### config.mk
export PLATFORM = sky130hd
export DESIGN_NAME = rvlc_core
export DESIGN_NICKNAME = d
export VERILOG_FILES = /design/src/hw/rvlc_pkg.sv /design/src/hw/rvlc_stack.sv /design/src/hw/rvlc_core.sv
export SDC_FILE = /design/constraint.sdc
export NUM_CORES = 1
export LEC_CHECK = 0
export ABC_AREA = 1
export ABC_CLOCK_PERIOD_IN_PS = 1800
export BUFFER_PORTS_ARGS = -buffer_cell sky130_fd_sc_hd__buf_2
export CORE_MARGIN = 1
export CORE_UTILIZATION = 49
export DETAILED_ROUTE_END_ITERATION = 10
export PLACE_DENSITY = 0.75
export SLEW_MARGIN = 20
export SYNTH_ARGS = -nofsm -noshare
export SYNTH_HDL_FRONTEND = slang
export SYNTH_SLANG_ARGS = --single-unit
export TNS_END_PERCENT = 20
### constraint.sdc
create_clock -name sys_clk -period 1.8 [get_ports sys_clk]
set_input_delay 0.27 -clock sys_clk [delete_from_list [all_inputs] [get_ports sys_clk]]
set_output_delay 0.27 -clock sys_clk [all_outputs]
set_load 0.02 [all_outputs]
### src/hw/rvlc_pkg.sv
// Purpose: Shared constants and types for ROM vector and lookup control
// Assumes: 2K-word program ROM, 8-bit data path
// Notes: Flag bit positions and command layout are local choices

package rvlc_pkg;

	// ****************************************
	// Program memory map
	// ****************************************
	localparam int PC_W = 11;
	localparam logic [10:0] RESET_VEC = 11'h000;
	localparam logic [10:0] IRQ_VEC = 11'h008;
	localparam logic [10:0] USER_START = 11'h009;
	localparam logic [10:0] USER_TOP = 11'h7FC;
	localparam logic [10:0] RESERVED_TOP = 11'h7FF;
	localparam logic [10:0] PC_ONE = 11'h001;

	// ****************************************
	// Stack and flags
	// ****************************************
	localparam int STACK_DEPTH = 4;
	localparam int TMO_BIT = 7;
	localparam int PWD_BIT = 6;
	localparam int CTX_W = 6;
	localparam logic [7:0] DATA_RST = 8'h00;
	localparam logic [5:0] FLAG_RST = 6'h00;
	localparam logic [7:0] Z_ONE = 8'h01;
	// Cause pairs as {timeout, power_down}
	localparam logic [1:0] CAUSE_POR = 2'h2;
	localparam logic [1:0] CAUSE_WDT = 2'h0;
	localparam logic [1:0] CAUSE_EXT = 2'h3;

	// ****************************************
	// Sequencer commands and visible state
	// ****************************************
	typedef struct packed {
		logic step;
		logic jump;
		logic call;
		logic ret;
		logic irq_take;
		logic return_from_irq_instruction;
		logic ctx_save;
		logic ctx_restore;
		logic lookup;
		logic z_inc;
		logic wr_acc;
		logic wr_program_flag_register;
		logic wr_y;
		logic wr_z;
		logic [10:0] target;
		logic [7:0] wdata;
	} rvlc_cmd_t;

	typedef struct packed {
		logic [7:0] working_value;
		logic [7:0] high_byte;
		logic [7:0] program_flag_register;
		logic [7:0] mid_addr;
		logic [7:0] low_addr;
	} rvlc_state_t;

endpackage : rvlc_pkg

### src/hw/rvlc_stack.sv
// Purpose: Return-address stack with circular pointer
// Assumes: Push and pop never requested together
// Notes: Overflow wraps over the oldest entry

`timescale 1ns/10ps

module rvlc_stack #(
	parameter int DEPTH = rvlc_pkg::STACK_DEPTH,
	parameter int W = rvlc_pkg::PC_W
) (
	// Clock and reset
	input wire logic sys_clk,
	input wire logic clr,
	// Stack access
	input wire logic push,
	input wire logic pop,
	input wire logic [W-1:0] push_data,
	output logic [W-1:0] top
);

	localparam int PW = $clog2(DEPTH);

	if (DEPTH < 2 || (1 << PW) != DEPTH) begin : g_bad_depth
		$error("Stack depth must be a power of two");
	end

	logic [PW-1:0] ptr_r;
	logic [PW-1:0] ptr_nxt;
	logic [PW-1:0] top_idx;
	logic [W-1:0] mem_r [DEPTH];

	assign top_idx = ptr_r - PW'(1);
	assign top = mem_r[top_idx];
	assign ptr_nxt = clr ? '0 : push ? ptr_r + PW'(1) : pop ? top_idx : ptr_r;

	always_ff @(posedge sys_clk) begin
		ptr_r <= ptr_nxt;
	end

	// ****************************************
	// Entry storage
	// ****************************************
	for (genvar i = 0; i < DEPTH; i++) begin : g_entry
		wire logic wr_here = push && !clr && (ptr_r == PW'(i));
		always_ff @(posedge sys_clk) begin
			if (clr)
				mem_r[i] <= '0;
			else if (wr_here)
				mem_r[i] <= push_data;
		end
	end

endmodule : rvlc_stack

### src/hw/rvlc_core.sv
// Purpose: Program counter, vectors, reset cause, context buffer, ROM lookup
// Assumes: Sequencer issues one-cycle commands; ROM read data valid same cycle

`timescale 1ns/10ps

module rvlc_core #(
	parameter bit IRQ_FALLING = 1'b1
) (
	// Clock and reset
	input wire logic sys_clk,
	input wire logic sys_rst,
	// Reset sources
	input wire logic ext_rst_n_pin,
	input wire logic wdt_ovf,
	// Interrupt pin
	input wire logic ext_irq_pin,
	// Sequencer
	input wire rvlc_pkg::rvlc_cmd_t cmd,
	output logic irq_req,
	output logic [10:0] program_counter,
	output logic reserved_fetch,
	output logic in_reset,
	// ROM lookup
	output logic [15:0] lookup_addr,
	input wire logic [15:0] rom_data,
	// Visible registers
	output rvlc_pkg::rvlc_state_t state
);

	// ****************************************
	// Pin synchronisers
	// ****************************************
	logic rst_s1_r;
	logic rst_s2_r;
	logic irq_s1_r;
	logic irq_s2_r;
	logic irq_s3_r;

	always_ff @(posedge sys_clk) begin
		if (sys_rst) begin
			rst_s1_r <= 1'b1;
			rst_s2_r <= 1'b1;
		end else begin
			rst_s1_r <= ext_rst_n_pin;
			rst_s2_r <= rst_s1_r;
		end
	end

	always_ff @(posedge sys_clk) begin
		irq_s1_r <= ext_irq_pin;
		irq_s2_r <= irq_s1_r;
		irq_s3_r <= irq_s2_r;
	end

	wire logic ext_rst = !rst_s2_r;
	wire logic rst_any = sys_rst || ext_rst || wdt_ovf;
	wire logic irq_edge = IRQ_FALLING ? (irq_s3_r && !irq_s2_r) : (!irq_s3_r && irq_s2_r);

	// ****************************************
	// Registers
	// ****************************************
	logic [10:0] pc_r;
	logic [10:0] pc_nxt;
	logic [1:0] cause_r;
	logic [1:0] cause_nxt;
	logic [5:0] flag_r;
	logic [5:0] flag_nxt;
	logic [7:0] acc_r;
	logic [7:0] acc_nxt;
	logic [7:0] hbyte_r;
	logic [7:0] hbyte_nxt;
	logic [7:0] y_r;
	logic [7:0] y_nxt;
	logic [7:0] z_r;
	logic [7:0] z_nxt;
	logic [7:0] ctx_acc_r;
	logic [7:0] ctx_acc_nxt;
	logic [5:0] ctx_flag_r;
	logic [5:0] ctx_flag_nxt;
	logic irq_req_r;
	logic irq_req_nxt;
	logic [10:0] stack_top;

	// ****************************************
	// Program counter and stack
	// ****************************************
	wire logic [10:0] pc_inc = pc_r + rvlc_pkg::PC_ONE;
	wire logic stk_push = !rst_any && (cmd.irq_take || cmd.call);
	wire logic stk_pop = !rst_any && (cmd.return_from_irq_instruction || cmd.ret);
	wire logic [10:0] stk_data = cmd.irq_take ? pc_r : pc_inc;

	assign pc_nxt = rst_any ? rvlc_pkg::RESET_VEC :
		cmd.irq_take ? rvlc_pkg::IRQ_VEC :
		stk_pop ? stack_top :
		(cmd.jump || cmd.call) ? cmd.target :
		cmd.step ? pc_inc : pc_r;

	rvlc_stack #(
		.DEPTH(rvlc_pkg::STACK_DEPTH),
		.W(rvlc_pkg::PC_W)
	) u_stack (
		.sys_clk(sys_clk),
		.clr(rst_any),
		.push(stk_push),
		.pop(stk_pop),
		.push_data(stk_data),
		.top(stack_top)
	);

	// ****************************************
	// Reset cause and flags
	// ****************************************
	assign cause_nxt = sys_rst ? rvlc_pkg::CAUSE_POR :
		ext_rst ? rvlc_pkg::CAUSE_EXT :
		wdt_ovf ? rvlc_pkg::CAUSE_WDT : cause_r;
	assign flag_nxt = rst_any ? rvlc_pkg::FLAG_RST :
		cmd.ctx_restore ? ctx_flag_r :
		cmd.wr_program_flag_register ? cmd.wdata[rvlc_pkg::CTX_W-1:0] : flag_r;

	// ****************************************
	// Context buffer and data registers
	// ****************************************
	assign ctx_acc_nxt = rst_any ? rvlc_pkg::DATA_RST : cmd.ctx_save ? acc_r : ctx_acc_r;
	assign ctx_flag_nxt = rst_any ? rvlc_pkg::FLAG_RST : cmd.ctx_save ? flag_r : ctx_flag_r;
	assign acc_nxt = rst_any ? rvlc_pkg::DATA_RST :
		cmd.lookup ? rom_data[7:0] :
		cmd.ctx_restore ? ctx_acc_r :
		cmd.wr_acc ? cmd.wdata : acc_r;
	assign hbyte_nxt = rst_any ? rvlc_pkg::DATA_RST : cmd.lookup ? rom_data[15:8] : hbyte_r;
	assign y_nxt = rst_any ? rvlc_pkg::DATA_RST : cmd.wr_y ? cmd.wdata : y_r;
	assign z_nxt = rst_any ? rvlc_pkg::DATA_RST : cmd.wr_z ? cmd.wdata : cmd.z_inc ? z_r + rvlc_pkg::Z_ONE : z_r;
	assign irq_req_nxt = rst_any ? 1'b0 : irq_edge ? 1'b1 : cmd.irq_take ? 1'b0 : irq_req_r;

	always_ff @(posedge sys_clk) begin
		pc_r <= pc_nxt;
		cause_r <= cause_nxt;
		flag_r <= flag_nxt;
		irq_req_r <= irq_req_nxt;
	end

	always_ff @(posedge sys_clk) begin
		acc_r <= acc_nxt;
		hbyte_r <= hbyte_nxt;
		y_r <= y_nxt;
		z_r <= z_nxt;
		ctx_acc_r <= ctx_acc_nxt;
		ctx_flag_r <= ctx_flag_nxt;
	end

	// ****************************************
	// Outputs
	// ****************************************
	assign program_counter = pc_r;
	assign reserved_fetch = (pc_r > rvlc_pkg::USER_TOP) && (pc_r <= rvlc_pkg::RESERVED_TOP);
	assign in_reset = rst_any;
	assign irq_req = irq_req_r;
	assign lookup_addr = {y_r, z_r};
	assign state.working_value = acc_r;
	assign state.high_byte = hbyte_r;
	assign state.program_flag_register = {cause_r, flag_r};
	assign state.mid_addr = y_r;
	assign state.low_addr = z_r;

	// ****************************************
	// Assertions
	// ****************************************
	pc_reset_vec_a: assert property (@(posedge sys_clk) rst_any |=> pc_r == rvlc_pkg::RESET_VEC)
		else $error("Reset did not load the reset vector");
	por_cause_a: assert property (@(posedge sys_clk) sys_rst |=> state.program_flag_register[7:6] == 2'h2)
		else $error("Power-on cause flags wrong");
	wdt_cause_a: assert property (@(posedge sys_clk) (!sys_rst && !ext_rst && wdt_ovf) |=> cause_r == 2'h0)
		else $error("Watchdog cause flags wrong");
	ext_cause_a: assert property (@(posedge sys_clk) (!sys_rst && ext_rst) |=> cause_r == 2'h3)
		else $error("External cause flags wrong");
	irq_vector_a: assert property (@(posedge sys_clk) disable iff (sys_rst)
		(cmd.irq_take && !rst_any) |=> (pc_r == 11'h008 && stack_top == $past(pc_r)))
		else $error("Interrupt entry did not vector and save");
	return_from_irq_instruction_resume_a: assert property (@(posedge sys_clk) disable iff (sys_rst)
		(cmd.return_from_irq_instruction && !rst_any && !cmd.irq_take) |=> pc_r == $past(stack_top))
		else $error("Return did not resume at saved address");
	ctx_cause_a: assert property (@(posedge sys_clk) disable iff (sys_rst)
		(cmd.ctx_restore && !rst_any) |=> (cause_r == $past(cause_r) && flag_r == $past(ctx_flag_r)))
		else $error("Context restore touched cause bits");
	lookup_split_a: assert property (@(posedge sys_clk) disable iff (sys_rst)
		(cmd.lookup && !rst_any) |=> ({hbyte_r, acc_r} == $past(rom_data)))
		else $error("Lookup bytes misplaced");
	z_no_carry_a: assert property (@(posedge sys_clk) disable iff (sys_rst)
		(cmd.z_inc && !cmd.wr_y && !cmd.wr_z && !rst_any && z_r == 8'hFF)
		|=> (z_r == 8'h00 && y_r == $past(y_r)))
		else $error("Low address carried into middle");
	irq_capture_a: assert property (@(posedge sys_clk) disable iff (sys_rst)
		(irq_edge && !rst_any) |=> irq_req_r)
		else $error("Pin edge lost");
	reserved_flag_a: assert property (@(posedge sys_clk) disable iff (sys_rst)
		(pc_r >= 11'h7FD) |-> reserved_fetch)
		else $error("Reserved fetch not flagged");
	user_start_a: assert property (@(posedge sys_clk) disable iff (sys_rst)
		(pc_r == 11'h008 && cmd.step && !rst_any && !cmd.irq_take
		&& !cmd.ret && !cmd.return_from_irq_instruction && !cmd.jump && !cmd.call) |=> pc_r == rvlc_pkg::USER_START)
		else $error("Vector area not followed by user space");
	rst_defaults_a: assert property (@(posedge sys_clk) rst_any |=> (flag_r == rvlc_pkg::FLAG_RST
		&& acc_r == rvlc_pkg::DATA_RST && y_r == rvlc_pkg::DATA_RST && z_r == rvlc_pkg::DATA_RST))
		else $error("Reset left a register dirty");
	call_push_a: assert property (@(posedge sys_clk) disable iff (sys_rst)
		(cmd.call && !cmd.irq_take && !cmd.ret && !cmd.return_from_irq_instruction && !rst_any) |=> stack_top == $past(pc_inc))
		else $error("Call did not save the return address");
	irq_clear_a: assert property (@(posedge sys_clk) disable iff (sys_rst)
		(cmd.irq_take && !irq_edge && !rst_any) |=> !irq_req_r)
		else $error("Taken interrupt still requested");

endmodule : rvlc_core

# ---- After elaboration in Yosys (flattened, before gate mapping)
# Memories as Yosys holds them, arrays and structs flattened.
# Cells that the tools add are included.
dict set report word_totals {
  mem_bits_rw 44
  mem_count 1
  register_bits 73
  input_bits 54
  elab_cells 97
}
dict set report classes {
  order_cmp 2
  n_bitwise 5
  n_reduce_logical 27
  n_addsub 4
  mux 36
  n_eq_ne 4
}
# name depth width rd rd_ports_with_merged_regs wr line
set memory_table {}
lappend memory_table {u_stack.mem_r 4 11 1 0 4 rvlc_stack.sv:30} ;# logic [W-1:0] mem_r [DEPTH];
# operator count
set op_table {}
lappend op_table {{$mux 11} 8}
lappend op_table {{$mux 8} 5}
lappend op_table {{$mux 1} 18}
lappend op_table {{$mux 6} 2}
lappend op_table {{$add 11x1->11 const B} 1}
lappend op_table {{$gt 11x11->1 const B} 1}
lappend op_table {{$le 11x11->1 const B} 1}
lappend op_table {{$logic_and 1x1->1} 9}
lappend op_table {{$add 8x1->8 const B} 1}
lappend op_table {{$reduce_bool 2->1} 4}
lappend op_table {{$reduce_bool 3->1} 2}
lappend op_table {{$logic_or 1x1->1} 5}
lappend op_table {{$eq 2x2->1 const B} 2}
lappend op_table {{$mux 2} 2}
lappend op_table {{$mux 4} 1}
lappend op_table {{$or 1x1->1} 4}
lappend op_table {{$reduce_bool 4->1} 1}
lappend op_table {{$reduce_or 2->1} 2}
lappend op_table {{$logic_not 1->1} 3}
lappend op_table {{$add 2x1->2 const B} 1}
lappend op_table {{$eq 2x1->1 const B} 1}
lappend op_table {{$logic_not 2->1} 1}
lappend op_table {{$ne 2x2->1 const B} 1}
lappend op_table {{$sub 2x1->2 const B} 1}
lappend op_table {{$not 1->1} 1}

# ---- Logic depth before layout (Yosys ltp)
dict set report depth {
  ltp_word 11
  depth_mapped 12
  depth_no_buf 10
}

# ---- By module
# From an unflattened synthesis, not the netlist that was laid out.
dict set report hier_totals {
  hier_cells 769
  hier_area_um2 5839.4
}
# mod cells_per_inst seq_area_each_um2 n_inst area_each_um2
set modules_own_cells {}
lappend modules_own_cells {rvlc_core 530 1421.4 1 3649.8}
lappend modules_own_cells {rvlc_stack 239 1361.3 1 2189.6}

# ---- Worst setup path after synthesis
# No wires, ideal clock.
dict set report synth_path {
  kind {register to register}
  from {reg u_stack.ptr_r[0]}
  to {reg pc_r[7], in the netlist program_counter[7]}
  setup_ns 0.115
  period_less_slack_ns 1.870
  slack_ns -0.070
  arrival_ns 1.755
  required_time_ns 1.685
  stages_incl_launch_ff 12
  path_cell_list {dfxtp_1 inv_2 clkbuf_1 ha_1 buf_2 inv_1 buf_4 nand3_1 nand3_1 nand2_1 a21oi_1 nor2_1}
}
dict set report synth_between {
  elab_chain_cells 3
}
# item line
set synth_lines {}
lappend synth_lines {{start: declaration} rvlc_stack.sv:27} ;# logic [PW-1:0] ptr_r;
lappend synth_lines {{start signal: assignment} rvlc_stack.sv:37} ;# ptr_r <= ptr_nxt;
lappend synth_lines {{$sub 2x1->2} rvlc_stack.sv:32} ;# assign top_idx = ptr_r - PW'(1);
lappend synth_lines {{$mem_v2 4x11} -}
lappend synth_lines {{$mux 11} rvlc_core.sv:94} ;# stk_pop ? stack_top :
lappend synth_lines {{end signal: assignment} rvlc_core.sv:135} ;# pc_r <= pc_nxt;
lappend synth_lines {{end: declaration} rvlc_core.sv:62} ;# logic [10:0] pc_r;
# No other way between the ends.
# A chain may end at the register's enable or synchronous reset.

# ---- Worst setup path after layout
dict set report layout_path {
  from {reg pc_r[6], in the netlist program_counter[6]}
  to {out reserved_fetch}
}
dict set report layout_between {
  elab_chain_cells 2
  elab_cells_between_ends 3
  cone_classes {2 x order compare; 1 x reduce/logical}
}
# item line
set layout_lines {}
lappend layout_lines {{$gt 11x11->1 / $le 11x11->1 (equally long branches)} rvlc_core.sv:154} ;# assign reserved_fetch = (pc_r > rvlc_pkg::USER_TOP) && (pc_r <= rvlc_pkg::RESERVED_TOP);
lappend layout_lines {{$logic_and 1x1->1 (*)} rvlc_core.sv:154}
lappend layout_lines {{end: declaration} rvlc_core.sv:21} ;# output logic reserved_fetch,
# Mark *: on every way between the ends. The rest lies on a longest branch, timed or not.

==> metrics <==
Die Ht=109 um; endpoints failing hold=0; met2 usage=49.0%; Hold Path Class=input pin to flop; violated checks=setup timing; Post-synth ARST share=0%; Final Hold Slack=0.0456 ns; Max Transition Viols Final=0; via count=5495; WP data required=1.53 ns; TritonCTS clock tree=built; Pwr Total=7.11 mW; M1 GR Usage=33.4%; syn avg cell area=7.67 um2; EDFF count, synth=44; core region area=0.0110 mm2; commonest non-fill, non-tap cell in the layout=nand2_1; sequential area share after synthesis=49.5%; Post-Syn Area=0.00563 mm2; gr usage total=28.6%; PD cells=989 mW/mm2; Synth Warn #=0; hold path startpoint=ext_rst_n_pin; RSZ-0062 raised after global routing=true; Slew @ Worst Pin=0.762 ns; # rows=38; Placed Area=0.00638 mm2; Initial DRT Pass Iterations=8; 1st-iter DRT viols=383; Yosys reg bits=117; post-route ant nets=0; most frequent cells in the layout=213 x nand2_1, 122 x buf_2, 95 x nor2_1; Setup CP Type=flop to primary output; Slew HR=49.0%; die width=109 um; first-pass GRT wire length=25.1 mm; delay-heaviest family, CP=buffers and inverters; slowest stage cell, crit path=dfxtp_1; initial antenna violation count=2; Port Buffers=123; library cells used by synthesis=33; vias in the first global route=5215; TritonCTS buffer count=17; leakage power=3.26 nW; Max Cap Violations=0; Net count, final=921; Synth Flop Type=dfxtp_1; Max stage delay on crit path=0.32 ns; WL per Instance=16.3 um; die area=0.0119 mm2; worst clock skew=0.00734 ns; I/O pin total=124; final core utilization=65.2%; Layout area overhead=27.8%; crit-path max FO=6; crit path time final=1.81 ns; setup TNS=-0.0131 ns; fin crit share=101%; endpoints failing setup=1; Post-Route WL=16.5 mm; # DRC=0; cell area after layout=0.00719 mm2; RD Place Congestion=0.881; Cell Chain, Critical Path=buf_6, nand2_2, inv_2, nand3_2, nand4_1, a21oi_2, buf_4; Clock Latency Late Sink=0.42 ns; starting density of the core=51.0%; Setup crit end kind=primary output; r2r startpoint=rst_s2_r; clock transition at the registers of the reported paths=0.06 ns; clk buf depth=2; worst setup margin=-0.0131 ns; Mapped Cells=733; fmax=552 MHz; Max VDD drop=0.000765 V; Critical path buffers and inverters=3; Vias per Instance=5.42; Clock Sinks=117; Place WS=0.0595 ns; status=complete, but fails checks; total congestion overflow=0; HPWL Detailed=11.2 mm; syn_nets=794; H-Tree Depth=4; gr busiest metal=met2; startpoint types=flop; CTS root buf=clkbuf_16; non-filler cells, final=1014; largest net degree at the start of global routing=27; Worst Setup SP=program_counter[6]; share of layout cells above drive strength 1=26.8%; Placed Cells incl. Taps=976; CP arrival=1.54 ns; GR Util met3=9.21%
-- synth_stat cells, types with 6 or more instances --
cell	n	share of area (%)
buf_2	18	1.6
ha_1	7	1.6
o21ai_0	36	3.2
o21ai_1	8	0.71
o211ai_1	7	0.93
a31oi_1	8	0.89
nor2_1	97	6.5
nand3_1	48	4.3
xor2_1	6	0.93
inv_1	49	3.3
dfxtp_1	73	26
a21oi_1	53	4.7
edfxtp_1	44	23
clkbuf_1	8	0.53
nand2_1	218	15
buf_4	18	2.4
-- report_power, final --
part	internal, mW	leakage [nW]	switching [mW]
logic	0.260	1.86	0.492
clock network	2.21	0.300	1.24
registers	2.84	1.10	0.0636
total	5.32	3.26	1.80
-- cell families after synthesis --
family	after synthesis	share of synthesized area, %
AOI/OAI and AO/OA	120	11.6
xor gates and xnor gates	8	1.25
adders and majority gates	7	1.56
buffers and inverters	101	8.63
DFF	117	49.5
and+or+nand+nor	380	27.5
-- final cells by class --
cell class	instances	area (um2)
Clock buffer	22	528
Sequential cell	117	2810
Antenna cell	1	2.50
Clock inverter	10	87.6
Timing Repair Buffer	157	921
Tap cell	140	175
Fill cell	941	3840
Inverter	52	198
Multi-Input combinational cell	515	2460
-- worst paths after layout --
check / to / slack, ns / cells past startpoint
setup / recovery: reserved_fetch / -0.01 / 7
hold / removal: rst_s1_r / 0.05 / 2
setup reg to reg: program_counter[6] / 0.16 / 7
hold reg to reg: irq_s2_r / 0.32 / 0
-- routing by layer --
metal,vias to the layer above,share of wire (%),routed length (um)
met5,-,0.079,13
met4,2,2.3,383
met3,39,7.4,1230
met2,247,51,8450
met1,2577,39,6460
li1,2630,-,-
-- flip-flops by register name, summed over array words and instances (netlist names) --
name             flops
u_stack.ptr_r        2
acc_r                8
irq_req              1
rst_s2_r             1
u_stack.mem_r       44
program_counter     11
z_r                  8
irq_s1_r             1
y_r                  8
ctx_acc_r            8
ctx_flag_r           6
hbyte_r              8
rst_s1_r             1
cause_r              2
flag_r               6
irq_s3_r             1
irq_s2_r             1
-- timing repair --
action	in CTS	in global routing
pin swaps	2	7
gates resized for setup	21	27
gates cloned	0	0
buffers inserted	2	3
endpoints found under the hold margin	1	0
setup endpoints to repair	2	7
hold buffers	1	0
Note: power is estimated with default switching activity, not from simulation.
